<file path="src/rtl/scs_pkg.sv">
// Constants and types shared by the system clock switch.
// How it works
// - Select 00 runs the configured default oscillator.
// - Select 01 runs the secondary crystal oscillator.
// - Select 1x runs internal oscillator at chosen frequency.
// - Chosen clock feeds CPU and peripherals alike.
// - Every reset clears the select field.
// - Automatic switches never alter the select field.
// - Status bit shows configured external source running.
// - Crystal modes: status waits for start-up timer.
// - Status bit ignores the secondary oscillator.
// - Secondary oscillator runs only while enable set.
// - Ready bit shows secondary oscillator is stable.
// - New source must be stable before use.
package scs_pkg;

  // Register byte offsets on the bus.
  localparam logic [3:0] OFS_OSC_CTRL  = 4'h0;
  localparam logic [3:0] OFS_OSC_STAT  = 4'h4;
  localparam logic [3:0] OFS_T1_CTRL   = 4'h8;

  // Field positions.
  localparam int CTRL_SCS_LSB   = 0;
  localparam int CTRL_FREQ_LSB  = 3;
  localparam int STAT_START_BIT = 0;
  localparam int STAT_SRDY_BIT  = 1;
  localparam int STAT_FAIL_BIT  = 2;
  localparam int STAT_ACT_LSB   = 4;
  localparam int T1_SOSCEN_BIT  = 3;

  // Reset values.
  localparam logic [1:0] SCS_RESET  = 2'h0;
  localparam logic [3:0] FREQ_RESET = 4'h7;

  // Source numbers used by the multiplexer.
  typedef enum logic [1:0] {
    SRC_PRIMARY   = 2'b00,
    SRC_SECONDARY = 2'b01,
    SRC_INTERNAL  = 2'b10
  } scs_src_type;

  // Configured oscillator codes.
  localparam logic [2:0] CFG_LOW_POWER  = 3'h0;
  localparam logic [2:0] CFG_STANDARD   = 3'h1;
  localparam logic [2:0] CFG_HIGH_SPEED = 3'h2;
  localparam logic [2:0] CFG_INTERNAL   = 3'h4;

  // Timing.
  localparam int CLK_PERIOD_NS        = 50;
  localparam int STARTUP_EDGES        = 1024;
  localparam int SOSC_READY_EDGES     = 1024;
  localparam int INT_STABLE_NS        = 1000;
  localparam int INT_STABLE_CYCLES    = (INT_STABLE_NS + CLK_PERIOD_NS - 1) / CLK_PERIOD_NS;
  localparam int FSCM_TIMEOUT_NS      = 3200;
  localparam int FSCM_TIMEOUT_CYCLES  = FSCM_TIMEOUT_NS / CLK_PERIOD_NS;
  localparam logic [4:0] INT_HALF_BASE = 5'h10;

endpackage : scs_pkg

</file>
<file path="src/rtl/scs_mux_if.sv">
// Connection between the switch controller and the glitch-free multiplexer.
interface scs_mux_if;
  logic [2:0] srcClk;
  logic [2:0] srcOk;
  logic [1:0] reqSrc;
  logic [1:0] activeSrc;
  logic       sysClk;
  logic       busy;

  modport ctrl (output srcClk, output srcOk, output reqSrc, input activeSrc, input sysClk, input busy);
  modport mux  (input srcClk, input srcOk, input reqSrc, output activeSrc, output sysClk, output busy);
endinterface : scs_mux_if

</file>
<file path="src/rtl/scs_clock_mux.sv">
// Glitch-free selection among the sampled clock sources.
module scs_clock_mux (
  // Clock and reset.
  input wire logic core_clk,
  input wire logic rst,
  // Controller side.
  scs_mux_if.mux   bus
);

  typedef enum logic [1:0] {
    ST_RUN  = 2'b00,
    ST_DROP = 2'b01,
    ST_PICK = 2'b10
  } scs_mux_state_type;

  scs_mux_state_type stateReg;
  logic [1:0]        curReg;
  logic [1:0]        tgtReg;
  logic              enReg;
  logic              sysClkReg;

  wire logic curLow  = ~bus.srcClk[curReg];
  wire logic curOk   = bus.srcOk[curReg];
  wire logic wantNew = (bus.reqSrc != curReg) && bus.srcOk[bus.reqSrc];

  always_ff @(posedge core_clk or posedge rst) begin
    if (rst) begin
      stateReg <= ST_PICK;
      curReg   <= scs_pkg::SRC_INTERNAL;
      tgtReg   <= scs_pkg::SRC_INTERNAL;
      enReg    <= 1'b0;
    end else begin
      case (stateReg)
        ST_RUN: begin
          if (wantNew) begin
            tgtReg   <= bus.reqSrc;
            stateReg <= ST_DROP;
          end
        end
        ST_DROP: begin
          if (curLow) begin
            enReg    <= 1'b0;
            curReg   <= tgtReg;
            stateReg <= ST_PICK;
          end
        end
        ST_PICK: begin
          if (bus.reqSrc != curReg && bus.srcOk[bus.reqSrc]) begin
            curReg <= bus.reqSrc;
          end else if (curOk && curLow) begin
            enReg    <= 1'b1;
            stateReg <= ST_RUN;
          end
        end
        default: stateReg <= ST_PICK;
      endcase
    end
  end

  always_ff @(posedge core_clk or posedge rst) begin
    if (rst) begin
      sysClkReg <= 1'b0;
    end else begin
      sysClkReg <= enReg & bus.srcClk[curReg];
    end
  end

  assign bus.sysClk    = sysClkReg;
  assign bus.activeSrc = curReg;
  assign bus.busy      = (stateReg != ST_RUN);

  chk_gate_when_low: assert property (@(posedge core_clk) disable iff (rst)
    $changed(enReg) |-> $past(curLow))
    else $error("gate changed while the clock was high");

  chk_enable_stable_src: assert property (@(posedge core_clk) disable iff (rst)
    $rose(enReg) |-> $past(curOk))
    else $error("source enabled before it was stable");

  chk_out_only_gated: assert property (@(posedge core_clk) disable iff (rst)
    bus.sysClk |-> $past(enReg) && !$past(curLow))
    else $error("system clock high without a gated source");

  cov_switch_done: cover property (@(posedge core_clk) disable iff (rst)
    stateReg == ST_DROP ##[1:200] stateReg == ST_RUN);

endmodule : scs_clock_mux

</file>
<file path="src/rtl/scs_system_clock_switch.sv">
// System clock switch with its register slave, oscillator monitors and start-up logic.
module scs_system_clock_switch (
  // Clock and reset.
  input  wire logic        core_clk,
  input  wire logic        rst,
  // Register bus.
  input  wire logic [3:0]  avs_address,
  input  wire logic        avs_read,
  input  wire logic        avs_write,
  input  wire logic [3:0]  avs_byteenable,
  input  wire logic [31:0] avs_writedata,
  output logic      [31:0] avs_readdata,
  output logic             avs_waitrequest,
  // Configuration straps.
  input  wire logic [2:0]  configOscillatorSelect,
  input  wire logic        twoSpeedEnable,
  input  wire logic        failSafeEnable,
  // Oscillator pins.
  input  wire logic        primaryOscIn,
  input  wire logic        secondaryOscInPin,
  output logic             secondaryOscOutPinEn,
  // System clock.
  output logic             cpuClk,
  output logic             periphClk
);

  scs_mux_if muxBus ();

  // Pin synchronisers with agreement filter.
  logic [1:0] pinRaw;
  logic [1:0] sync1Reg;
  logic [1:0] sync2Reg;
  logic [1:0] sync3Reg;
  logic [1:0] lvlReg;
  logic [1:0] lvlPrevReg;
  assign pinRaw = {secondaryOscInPin, primaryOscIn};

  genvar gi;
  generate
    for (gi = 0; gi < 2; gi++) begin : gSync
      always_ff @(posedge core_clk or posedge rst) begin
        if (rst) begin
          sync1Reg[gi]   <= 1'b0;
          sync2Reg[gi]   <= 1'b0;
          sync3Reg[gi]   <= 1'b0;
          lvlReg[gi]     <= 1'b0;
          lvlPrevReg[gi] <= 1'b0;
        end else begin
          sync1Reg[gi]   <= pinRaw[gi];
          sync2Reg[gi]   <= sync1Reg[gi];
          sync3Reg[gi]   <= sync2Reg[gi];
          lvlPrevReg[gi] <= lvlReg[gi];
          if (sync2Reg[gi] == sync3Reg[gi]) begin
            lvlReg[gi] <= sync3Reg[gi];
          end
        end
      end
    end
  endgenerate

  wire logic [1:0] riseEdge = lvlReg & ~lvlPrevReg;

  // Strap capture after reset release.
  logic [2:0] cfgReg;
  logic       cfgLoadedReg;
  always_ff @(posedge core_clk or posedge rst) begin
    if (rst) begin
      cfgReg       <= scs_pkg::CFG_INTERNAL;
      cfgLoadedReg <= 1'b0;
    end else if (!cfgLoadedReg) begin
      cfgReg       <= configOscillatorSelect;
      cfgLoadedReg <= 1'b1;
    end
  end

  wire logic cfgInternal = (cfgReg == scs_pkg::CFG_INTERNAL);
  wire logic cfgCrystal  = (cfgReg == scs_pkg::CFG_LOW_POWER) || (cfgReg == scs_pkg::CFG_STANDARD) ||
                           (cfgReg == scs_pkg::CFG_HIGH_SPEED);

  // Register file and bus slave.
  logic [1:0]  scsReg;
  logic [3:0]  freqSelReg;
  logic        soscEnReg;
  logic        ackReg;
  logic [31:0] rdDataReg;

  wire logic access   = avs_read | avs_write;
  wire logic doWrite  = avs_write & ackReg & avs_byteenable[0];
  wire logic hitCtrl  = (avs_address == scs_pkg::OFS_OSC_CTRL);
  wire logic hitStat  = (avs_address == scs_pkg::OFS_OSC_STAT);
  wire logic hitT1    = (avs_address == scs_pkg::OFS_T1_CTRL);
  wire logic wrCtrl   = doWrite & hitCtrl;
  wire logic wrT1     = doWrite & hitT1;

  always_ff @(posedge core_clk or posedge rst) begin
    if (rst) begin
      ackReg <= 1'b0;
    end else begin
      ackReg <= access & ~ackReg;
    end
  end
  assign avs_waitrequest = access & ~ackReg;

  always_ff @(posedge core_clk or posedge rst) begin
    if (rst) begin
      scsReg    <= scs_pkg::SCS_RESET;
      freqSelReg <= scs_pkg::FREQ_RESET;
      soscEnReg <= 1'b0;
    end else begin
      if (wrCtrl) begin
        scsReg  <= avs_writedata[scs_pkg::CTRL_SCS_LSB +: 2];
        freqSelReg <= avs_writedata[scs_pkg::CTRL_FREQ_LSB +: 4];
      end
      if (wrT1) begin
        soscEnReg <= avs_writedata[scs_pkg::T1_SOSCEN_BIT];
      end
    end
  end

  // Start-up timer on the configured external source.
  logic [10:0] startCntReg;
  logic        startDoneReg;
  always_ff @(posedge core_clk or posedge rst) begin
    if (rst) begin
      startCntReg  <= 11'h000;
      startDoneReg <= 1'b0;
    end else if (cfgLoadedReg && !startDoneReg) begin
      if (!cfgCrystal) begin
        startDoneReg <= 1'b1;
      end else if (riseEdge[0]) begin
        startCntReg <= startCntReg + 11'h001;
        if (startCntReg == 11'(scs_pkg::STARTUP_EDGES - 1)) begin
          startDoneReg <= 1'b1;
        end
      end
    end
  end

  // Fail-safe monitor: primary silent too long after start-up.
  logic [7:0] silentCntReg;
  logic       failedReg;
  always_ff @(posedge core_clk or posedge rst) begin
    if (rst) begin
      silentCntReg <= 8'h00;
      failedReg    <= 1'b0;
    end else begin
      if (riseEdge[0]) begin
        silentCntReg <= 8'h00;
      end else if (silentCntReg != 8'hFF) begin
        silentCntReg <= silentCntReg + 8'h01;
      end
      if (failSafeEnable && startDoneReg && !cfgInternal &&
          silentCntReg >= 8'(scs_pkg::FSCM_TIMEOUT_CYCLES)) begin
        failedReg <= 1'b1;
      end
    end
  end

  // Secondary oscillator readiness.
  logic [10:0] soscCntReg;
  logic        soscReadyReg;
  always_ff @(posedge core_clk or posedge rst) begin
    if (rst) begin
      soscCntReg   <= 11'h000;
      soscReadyReg <= 1'b0;
    end else if (!soscEnReg) begin
      soscCntReg   <= 11'h000;
      soscReadyReg <= 1'b0;
    end else if (riseEdge[1] && !soscReadyReg) begin
      soscCntReg <= soscCntReg + 11'h001;
      if (soscCntReg == 11'(scs_pkg::SOSC_READY_EDGES - 1)) begin
        soscReadyReg <= 1'b1;
      end
    end
  end
  assign secondaryOscOutPinEn = soscEnReg;

  // Internal oscillator block: divider of the core clock.
  logic [4:0] intDivReg;
  logic       intClkReg;
  logic [4:0] intStableReg;
  wire logic [4:0] halfLen = scs_pkg::INT_HALF_BASE - {1'b0, freqSelReg};
  always_ff @(posedge core_clk or posedge rst) begin
    if (rst) begin
      intDivReg    <= 5'h00;
      intClkReg    <= 1'b0;
      intStableReg <= 5'h00;
    end else begin
      if (intDivReg >= halfLen - 5'h01) begin
        intDivReg <= 5'h00;
        intClkReg <= ~intClkReg;
      end else begin
        intDivReg <= intDivReg + 5'h01;
      end
      if (intStableReg != 5'(scs_pkg::INT_STABLE_CYCLES)) begin
        intStableReg <= intStableReg + 5'h01;
      end
    end
  end
  wire logic intStable = (intStableReg == 5'(scs_pkg::INT_STABLE_CYCLES));

  // Source request; automatic fallbacks act here, never on the select field.
  wire logic autoInternal = cfgInternal || failedReg || (twoSpeedEnable && !startDoneReg);
  wire logic [1:0] reqSrc = scsReg[1]            ? scs_pkg::SRC_INTERNAL :
                            (scsReg == 2'h1)     ? scs_pkg::SRC_SECONDARY :
                            autoInternal         ? scs_pkg::SRC_INTERNAL :
                                                   scs_pkg::SRC_PRIMARY;

  assign muxBus.reqSrc = reqSrc;
  assign muxBus.srcClk = {intClkReg, lvlReg[1], lvlReg[0]};
  // The mux waits for readiness, so an early secondary selection only stalls.
  assign muxBus.srcOk  = {intStable, soscReadyReg, startDoneReg & ~failedReg & cfgLoadedReg};

  scs_clock_mux u_mux (
    .core_clk (core_clk),
    .rst      (rst),
    .bus      (muxBus)
  );

  assign cpuClk    = muxBus.sysClk;
  assign periphClk = muxBus.sysClk;

  // Status: external configured source running after its start-up timer.
  wire logic startStatus = (muxBus.activeSrc == scs_pkg::SRC_PRIMARY) && !muxBus.busy &&
                           startDoneReg && !cfgInternal;

  logic [31:0] rdMux;
  always_comb begin
    rdMux = 32'h0000_0000;
    if (hitCtrl) begin
      rdMux[scs_pkg::CTRL_SCS_LSB +: 2]  = scsReg;
      rdMux[scs_pkg::CTRL_FREQ_LSB +: 4] = freqSelReg;
    end else if (hitStat) begin
      rdMux[scs_pkg::STAT_START_BIT]     = startStatus;
      rdMux[scs_pkg::STAT_SRDY_BIT]      = soscReadyReg;
      rdMux[scs_pkg::STAT_FAIL_BIT]      = failedReg;
      rdMux[scs_pkg::STAT_ACT_LSB +: 2]  = muxBus.activeSrc;
    end else if (hitT1) begin
      rdMux[scs_pkg::T1_SOSCEN_BIT]      = soscEnReg;
    end
  end

  always_ff @(posedge core_clk or posedge rst) begin
    if (rst) begin
      rdDataReg <= 32'h0000_0000;
    end else if (avs_read && !ackReg) begin
      rdDataReg <= rdMux;
    end
  end
  assign avs_readdata = rdDataReg;

  chk_reset_clears_scs: assert property (@(posedge core_clk)
    $fell(rst) |-> scsReg == scs_pkg::SCS_RESET)
    else $error("select field not cleared by reset");

  chk_scs_only_by_write: assert property (@(posedge core_clk) disable iff (rst)
    !$past(wrCtrl) |-> $stable(scsReg))
    else $error("select field changed without a register write");

  chk_default_source: assert property (@(posedge core_clk) disable iff (rst)
    scsReg == 2'h0 && !cfgInternal && startDoneReg && !failedReg && cfgLoadedReg
    |-> reqSrc == scs_pkg::SRC_PRIMARY)
    else $error("default source not requested");

  chk_secondary_code: assert property (@(posedge core_clk) disable iff (rst)
    scsReg == 2'h1 |-> reqSrc == scs_pkg::SRC_SECONDARY)
    else $error("secondary code did not request the secondary source");

  chk_internal_code: assert property (@(posedge core_clk) disable iff (rst)
    scsReg[1] |-> reqSrc == scs_pkg::SRC_INTERNAL)
    else $error("internal code did not request the internal source");

  chk_status_after_timer: assert property (@(posedge core_clk) disable iff (rst)
    cfgCrystal && startStatus |-> startDoneReg && startCntReg == 11'(scs_pkg::STARTUP_EDGES))
    else $error("status set before the start-up timer expired");

  chk_status_not_sec: assert property (@(posedge core_clk) disable iff (rst)
    muxBus.activeSrc == scs_pkg::SRC_SECONDARY |-> !startStatus)
    else $error("status reflects the secondary oscillator");

  chk_sosc_disabled: assert property (@(posedge core_clk) disable iff (rst)
    !soscEnReg |-> !secondaryOscOutPinEn ##1 !soscReadyReg)
    else $error("secondary oscillator active while disabled");

  chk_ready_counts: assert property (@(posedge core_clk) disable iff (rst)
    $rose(soscReadyReg) |-> $past(soscCntReg) == 11'(scs_pkg::SOSC_READY_EDGES - 1))
    else $error("ready bit set before enough secondary edges");

  chk_read_answer: assert property (@(posedge core_clk) disable iff (rst)
    avs_read && !ackReg |=> !avs_waitrequest && avs_readdata == $past(rdMux))
    else $error("read answer not given one cycle after the request");

  cov_status_rise: cover property (@(posedge core_clk) disable iff (rst) $rose(startStatus));
  cov_run_secondary: cover property (@(posedge core_clk) disable iff (rst)
    muxBus.activeSrc == scs_pkg::SRC_SECONDARY && !muxBus.busy);
  cov_fail_safe: cover property (@(posedge core_clk) disable iff (rst) $rose(failedReg));
  cov_internal_sel: cover property (@(posedge core_clk) disable iff (rst) scsReg[1] ##[1:100] !muxBus.busy);

endmodule : scs_system_clock_switch

</file>
<file path="config.mk">
export PLATFORM = sky130hd
export DESIGN_NAME = scs_system_clock_switch
export DESIGN_NICKNAME = d
export VERILOG_FILES = /design/src/rtl/scs_pkg.sv /design/src/rtl/scs_mux_if.sv /design/src/rtl/scs_clock_mux.sv /design/src/rtl/scs_system_clock_switch.sv
export SDC_FILE = /design/constraint.sdc
export NUM_CORES = 1
export LEC_CHECK = 0
export ABC_AREA = 1
export BUFFER_PORTS_ARGS = -buffer_cell sky130_fd_sc_hd__buf_2
export CORE_UTILIZATION = 35
export CTS_CLUSTER_SIZE = 14
export DETAILED_ROUTE_END_ITERATION = 8
export SYNTH_ARGS = -nofsm -noshare
export SYNTH_HDL_FRONTEND = slang
export SYNTH_HIERARCHICAL = 1
export SYNTH_SLANG_ARGS = --single-unit
</file>
<file path="constraint.sdc">
create_clock -name core_clk -period 1.9 [get_ports core_clk]
set_input_delay 0.095 -clock core_clk [delete_from_list [all_inputs] [get_ports core_clk]]
set_output_delay 0.095 -clock core_clk [all_outputs]
set_load 0.005 [all_outputs]
</file>
-- Word-level counts from Yosys, hierarchy flattened
Cells that the tools add are included.
- output and inout bits: 36
- memory bits (read-only): 0
- memories: 0
- bits in writable memories: 0
- logic and storage cells: 157
- bits in registers: 81
- latch bits: 0
- equality and inequality tests: 25
- multiplexer cells: 40
- reductions and logical operators: 35
- divide/modulo/power cells: 0
- bitwise logic cells: 15
- $mul: 0
- shift-type cells: 0
- $add $sub $neg: 7
- order comparisons: 4
- operators by type and width (operator ; count):
    $add 11x1->11 const B ; 2
    $eq 11x10->1 const B ; 2
    $mux 11 ; 2
    $mux 2 ; 11
    $mux 1 ; 16
    $mux 8 ; 2
    $logic_and 1x1->1 ; 12
    $ne 2x1->1 const B ; 6
    $add 5x1->5 const B ; 2
    $reduce_and 3->1 ; 3
    $add 8x1->8 const B ; 1
    $and 1x1->1 ; 8
    $ge 8x7->1 const B ; 1
    $ne 8x8->1 const B ; 1
    $reduce_and 4->1 ; 2
    $bmux 1 s2 ; 3
    $lt 2x3->1 const B ; 2
    $mux 3 ; 2
    $ne 2x2->1 const B ; 3
    $pmux 2 s3 ; 1
    $reduce_bool 2->1 ; 3
    $eq 5x5->1 const B ; 1
    $ge 5x5->1 ; 1
    $logic_not 1->1 ; 5
    other kinds (24) ; 34

-- Longest topological paths before layout
- depth in word-level cells: 11
- gate-level depth with buffers: 11
- mapped depth without buffers: 11

-- Hierarchy
Netlist, hierarchy kept.
- by module, submodules not included (module ; seq. area each (sq um) ; cells each ; area an instance (sq um) ; instances):
    scs_system_clock_switch ; 1831.8 ; 437 ; 3733.6 ; 1
    scs_clock_mux ; 203.9 ; 69 ; 499.2 ; 1

-- Worst setup path after synthesis
OpenSTA, ideal clock, no wires.
- path type: register to register
- start point: reg cfgReg[2]
- end point: reg u_mux.curReg[0], in the netlist u_mux/bus.activeSrc[0]
- path slack: 363 ps
- period minus slack after synthesis: 1537 ps
- required time: 1783 ps
- arrival: 1421 ps
- buffers on the path: 0
- stages on the path, launching flop included: 9
- cell sequence: dfstp_2 -> nand3_1 -> a41oi_1 -> xnor2_1 -> nand2_1 -> nand3_2 -> nand2_2 -> nand2_1 -> nand2_1
- word-level cells in the longest chain between the ends: 11
- ends and longest elaborated chain (what ; RTL line ; RTL):
    from (decl) ; scs_system_clock_switch.sv:64 ; logic [2:0] cfgReg;
    from (signal assigned) ; scs_system_clock_switch.sv:68 ; cfgReg <= scs_pkg::CFG_INTERNAL;
    from (signal assigned) ; scs_system_clock_switch.sv:71 ; cfgReg <= configOscillatorSelect;
    $eq 3x3->1 (*) ; scs_system_clock_switch.sv:76 ; wire logic cfgInternal = (cfgReg == scs_pkg::CFG_INTERNAL);
    $logic_or 1x1->1 (*) (2 in a row) ; scs_system_clock_switch.sv:203 ; wire logic autoInternal = cfgInternal || failedReg || (twoSpeedEnable && !startDoneReg);
    $mux 2 (*) ; scs_system_clock_switch.sv:206 ; autoInternal ? scs_pkg::SRC_INTERNAL :
    $mux 2 (*) ; scs_system_clock_switch.sv:205 ; (scsReg == 2'h1) ? scs_pkg::SRC_SECONDARY :
    $mux 2 (*) ; scs_system_clock_switch.sv:204 ; wire logic [1:0] reqSrc = scsReg[1] ? scs_pkg::SRC_INTERNAL :
    named net muxBus.reqSrc[1] ; scs_mux_if.sv:5 ; logic [1:0] reqSrc;
    $bmux 1 s2 ; scs_clock_mux.sv:48 ; if (bus.reqSrc != curReg && bus.srcOk[bus.reqSrc]) begin
    $mux 1 (implied by the code) ; scs_clock_mux.sv:48 ;
    $logic_and 1x1->1 (*) ; scs_clock_mux.sv:48 ;
    $ne 2x1->1 (no line) (*) ; -- ;
    $reduce_and 3->1 (no line) (*) ; -- ;
    to (signal assigned) ; scs_clock_mux.sv:29 ; curReg <= scs_pkg::SRC_INTERNAL;
    to (signal assigned) ; scs_clock_mux.sv:43 ; curReg <= tgtReg;
    to (signal assigned) ; scs_clock_mux.sv:49 ; curReg <= bus.reqSrc;
    to (decl) ; scs_clock_mux.sv:17 ; logic [1:0] curReg;
Mark *: on every way through the listed nets, which the timed path passes. The rest lies on a longest branch. The select of a mux whose other input is x is not followed.
A chain may end at the register's enable or synchronous reset.

-- Worst setup path after layout
Ends and elaborated chain as after synthesis.

==> flow_summary.toml <==
[placement]
gp_congestion = 0.797
placed_cell_area_sq_um = 4480
dp_cells = 679
place.detailed.hpwl_mm = 5.58
io_buffers = 32

[cells_and_area]
multi_input_area_sq_um = 1810
final_layout_size_suffix_gt1_share_pct = 15.4
num_antenna_cells = 0
nFillCells = 1145
seq_area_sq_um = 2040
finalInstanceArea_sq_um = 4890
syn2layout_area_growth_pct = 15.4
instances_no_fill = 707
fin_nets = 620

[floorplan]
initial_core_util_pct = 36.4
num_rows = 39
ios = 87
floorplan.die.width_microns = 112
die_h_microns = 112
die_area_sq_um = 12500
coreArea_sq_um = 11600

[synthesis]
syn-mean-instance-area_sq_um = 8.37
synth_ff_type = "dfrtp_1"
syn_area_sq_um = 4230
synth_cell_types = 39
yosysWarnings = 6
yosysMostFrequentCell = "nand2_1"
synth_edf_count = 0
synth_common_cells = "nand2_1, dfrtp_1, inv_1"
async_flop_share_pct = 100
ys_seq_elements = 81
synthTopCellsByArea = "dfrtp_1, nand2_1, inv_1, buf_4, dfstp_2"
yosysTopAreaCellShare_pct = 43.7
seq_area_frac_synth_pct = 48.1
synth_cells = 506
netlist.top_cell.by_area = "dfrtp_1"

[clock_network]
post_cts_resize_count = 0
h-tree-depth = 3
cts_max_path_buffers = 2
numCtsBuffers = 9
cts_post_setup_buffers_inserted = 0
cts.sinks = 81
cts.clk_slew.worst_paths_ns = 0.06
clock_latency_ns = 0.33
ctsHoldBuffers = 12
tritoncts = "yes"
ctsRootBufferMaster = "clkbuf_16"

[critical_path]
ff2ff_path_depth = 9
cp-start-kind = "flop"
timing.critical_path.mode_cell = "nand2_1"
endpoint_kind = "flop"
worstPathRequired_ns = 2.12
cp_slowest_cell = "dfstp_2"
critPathKind = "reg -> reg"
slowest_delay_ns = 0.56
path_max_fanout = 4
path_cells = "nand3_1 > a41oi_1 > inv_1 > nand2_1 > nand2_1 > nand3_2 > nand2_2 > nand2_1 > nand2_1"
crit_arrival_ns = 1.93

[grt]
grt_usage_pct = 13.6
first_global_vias = 3074
antenna_found_initial = 0
grt_start_max_net_pins = 74
grt_pass1_wl_mm = 13.8
overflow = 0

[run_status]
outcome = "finished with violations"
violations = "DRC"

[pwr]
worst_ir_drop_vdd_mv = 0.610
power.total_w = 0.00501
p_per_area_nw_per_um2 = 1030
power_leakage_nw = 2.48

[worst_hold_path]
hp-class = "in -> reg"
whs_path_depth = 3

[route]
drt_wl_total_mm = 7.65
drc = 3
postRouteAntennaNets = 0
dr.pass1.iters = 8
avgRoutedWirePerCell_microns = 10.8
drt-initial-drc-count = 122
num_vias = 3200
via_per_inst = 4.53

[sta]
slew_violations = 0
hold_slack_ns = 0.0429
tns_ns = 0
rsz0062_at_grt = "no"
setup_viol = 0
clock_skew_ns = 0.00707
max_freq_ghz = 0.584
finalCritPeriodShare_pct = 90.1
period_needed_ns = 1.71
finalHoldViolCount = 0

[flow_run]
maxCapViolCount = 0
[worst paths after layout]
kind | from | end | slack, ns
max | cfgReg[2] | u_mux/bus.activeSrc[0] | 0.19
min | failSafeEnable | failedReg | 0.04
max reg2reg | cfgReg[2] | u_mux/bus.activeSrc[0] | 0.19
min reg2reg | sync1Reg[1] | sync2Reg[1] | 0.35
max in group asynchronous | rst | freqSelReg[2] | 1.12
min in group asynchronous | rst | u_mux/stateReg[0] | 0.28
[routing by layer]
layer	up-vias	GRT usage, %	wire, microns
li1	1655	-	-
met1	1474	17.6	3690
met2	62	22.3	3500
met3	9	3.38	346
met4	0	4.80	116
met5	-	0	0
[logic make-up (layout without fill, tap and decap cells)]
logic type | after synthesis | after routing | synth area share, %
AND/OR/NAND/NOR | 250 | 250 | 27.6
buffers and inverters | 100 | 134 | 11.4
flip-flops | 81 | 81 | 48.1
AO/OA/AOI/OAI | 47 | 47 | 6.41
XOR/XNOR | 14 | 14 | 2.90
adder cells (fa/ha/maj) | 12 | 12 | 3.43
other | 2 | 26 | 0.177
[power by group]
group / total, W / switching [W] / internal, W / leakage [nW]
registers: 0.00226 / 0.000236 / 0.00203 / 1.02
logic: 0.00112 / 0.000691 / 0.000432 / 1.34
clock network: 0.00163 / 0.000672 / 0.000954 / 0.131
[per-stage QoR]
stage                     setup WS, ns  utilization (%)
after floorplan                  0.363                -
after global routing            0.0424             42.1
final                            0.189             42.1
after global placement           0.228             38.6
after detailed placement         0.193             38.6
after CTS                        0.172             42.1
[registers in the layout, summed over array words and instances (netlist names), 2 cells and up]
name	cells
soscCntReg	11
startCntReg	11
silentCntReg	8
avs_readdata	7
intDivReg	5
intStableReg	5
freqSelReg	4
cfgReg	3
lvlPrevReg	2
lvlReg	2
scsReg	2
sync1Reg	2
sync2Reg	2
sync3Reg	2
u_mux/bus.activeSrc	2
u_mux/stateReg	2
u_mux/tgtReg	2
[final cells by class]
type                    instances  share of cell area [%]
well taps                     143                    3.66
multi-input cells             349                    37.0
inverters                      72                    5.61
flip-flops and latches         81                    41.7
clock inverters                 4                   0.563
clock buffers                  12                    5.25
repair buffers                 46                    6.30
[cells in the final DEF (no fill, tap or decap), types with 3 or more instances in the layout]
cell type,n
clkinvlp_4,4
inv_1,67
nor2_1,43
o22ai_1,3
nor2_2,5
nand3_2,5
o21ai_0,25
nor2_4,5
buf_2,32
dfrtp_1,74
nand3_1,32
ha_1,10
xnor2_1,8
dfstp_2,7
nor3_1,4
inv_2,4
nand2_1,128
a21oi_1,8
nand2_2,5
conb_1,26
clkbuf_16,9
nand3b_1,3
xor2_1,6
nand4_1,13
dlygate4sd3_1,12
[worst max-delay path: cells and delay by family, from the launching register on]
kind | cells | cell delay [ns]
DFF | 1 | 0.56
AOI/OAI and AO/OA | 1 | 0.31
buffers and inverters | 1 | 0.12
and+or+nand+nor | 7 | 0.60
Note: power is estimated with default switching activity, not from simulation.
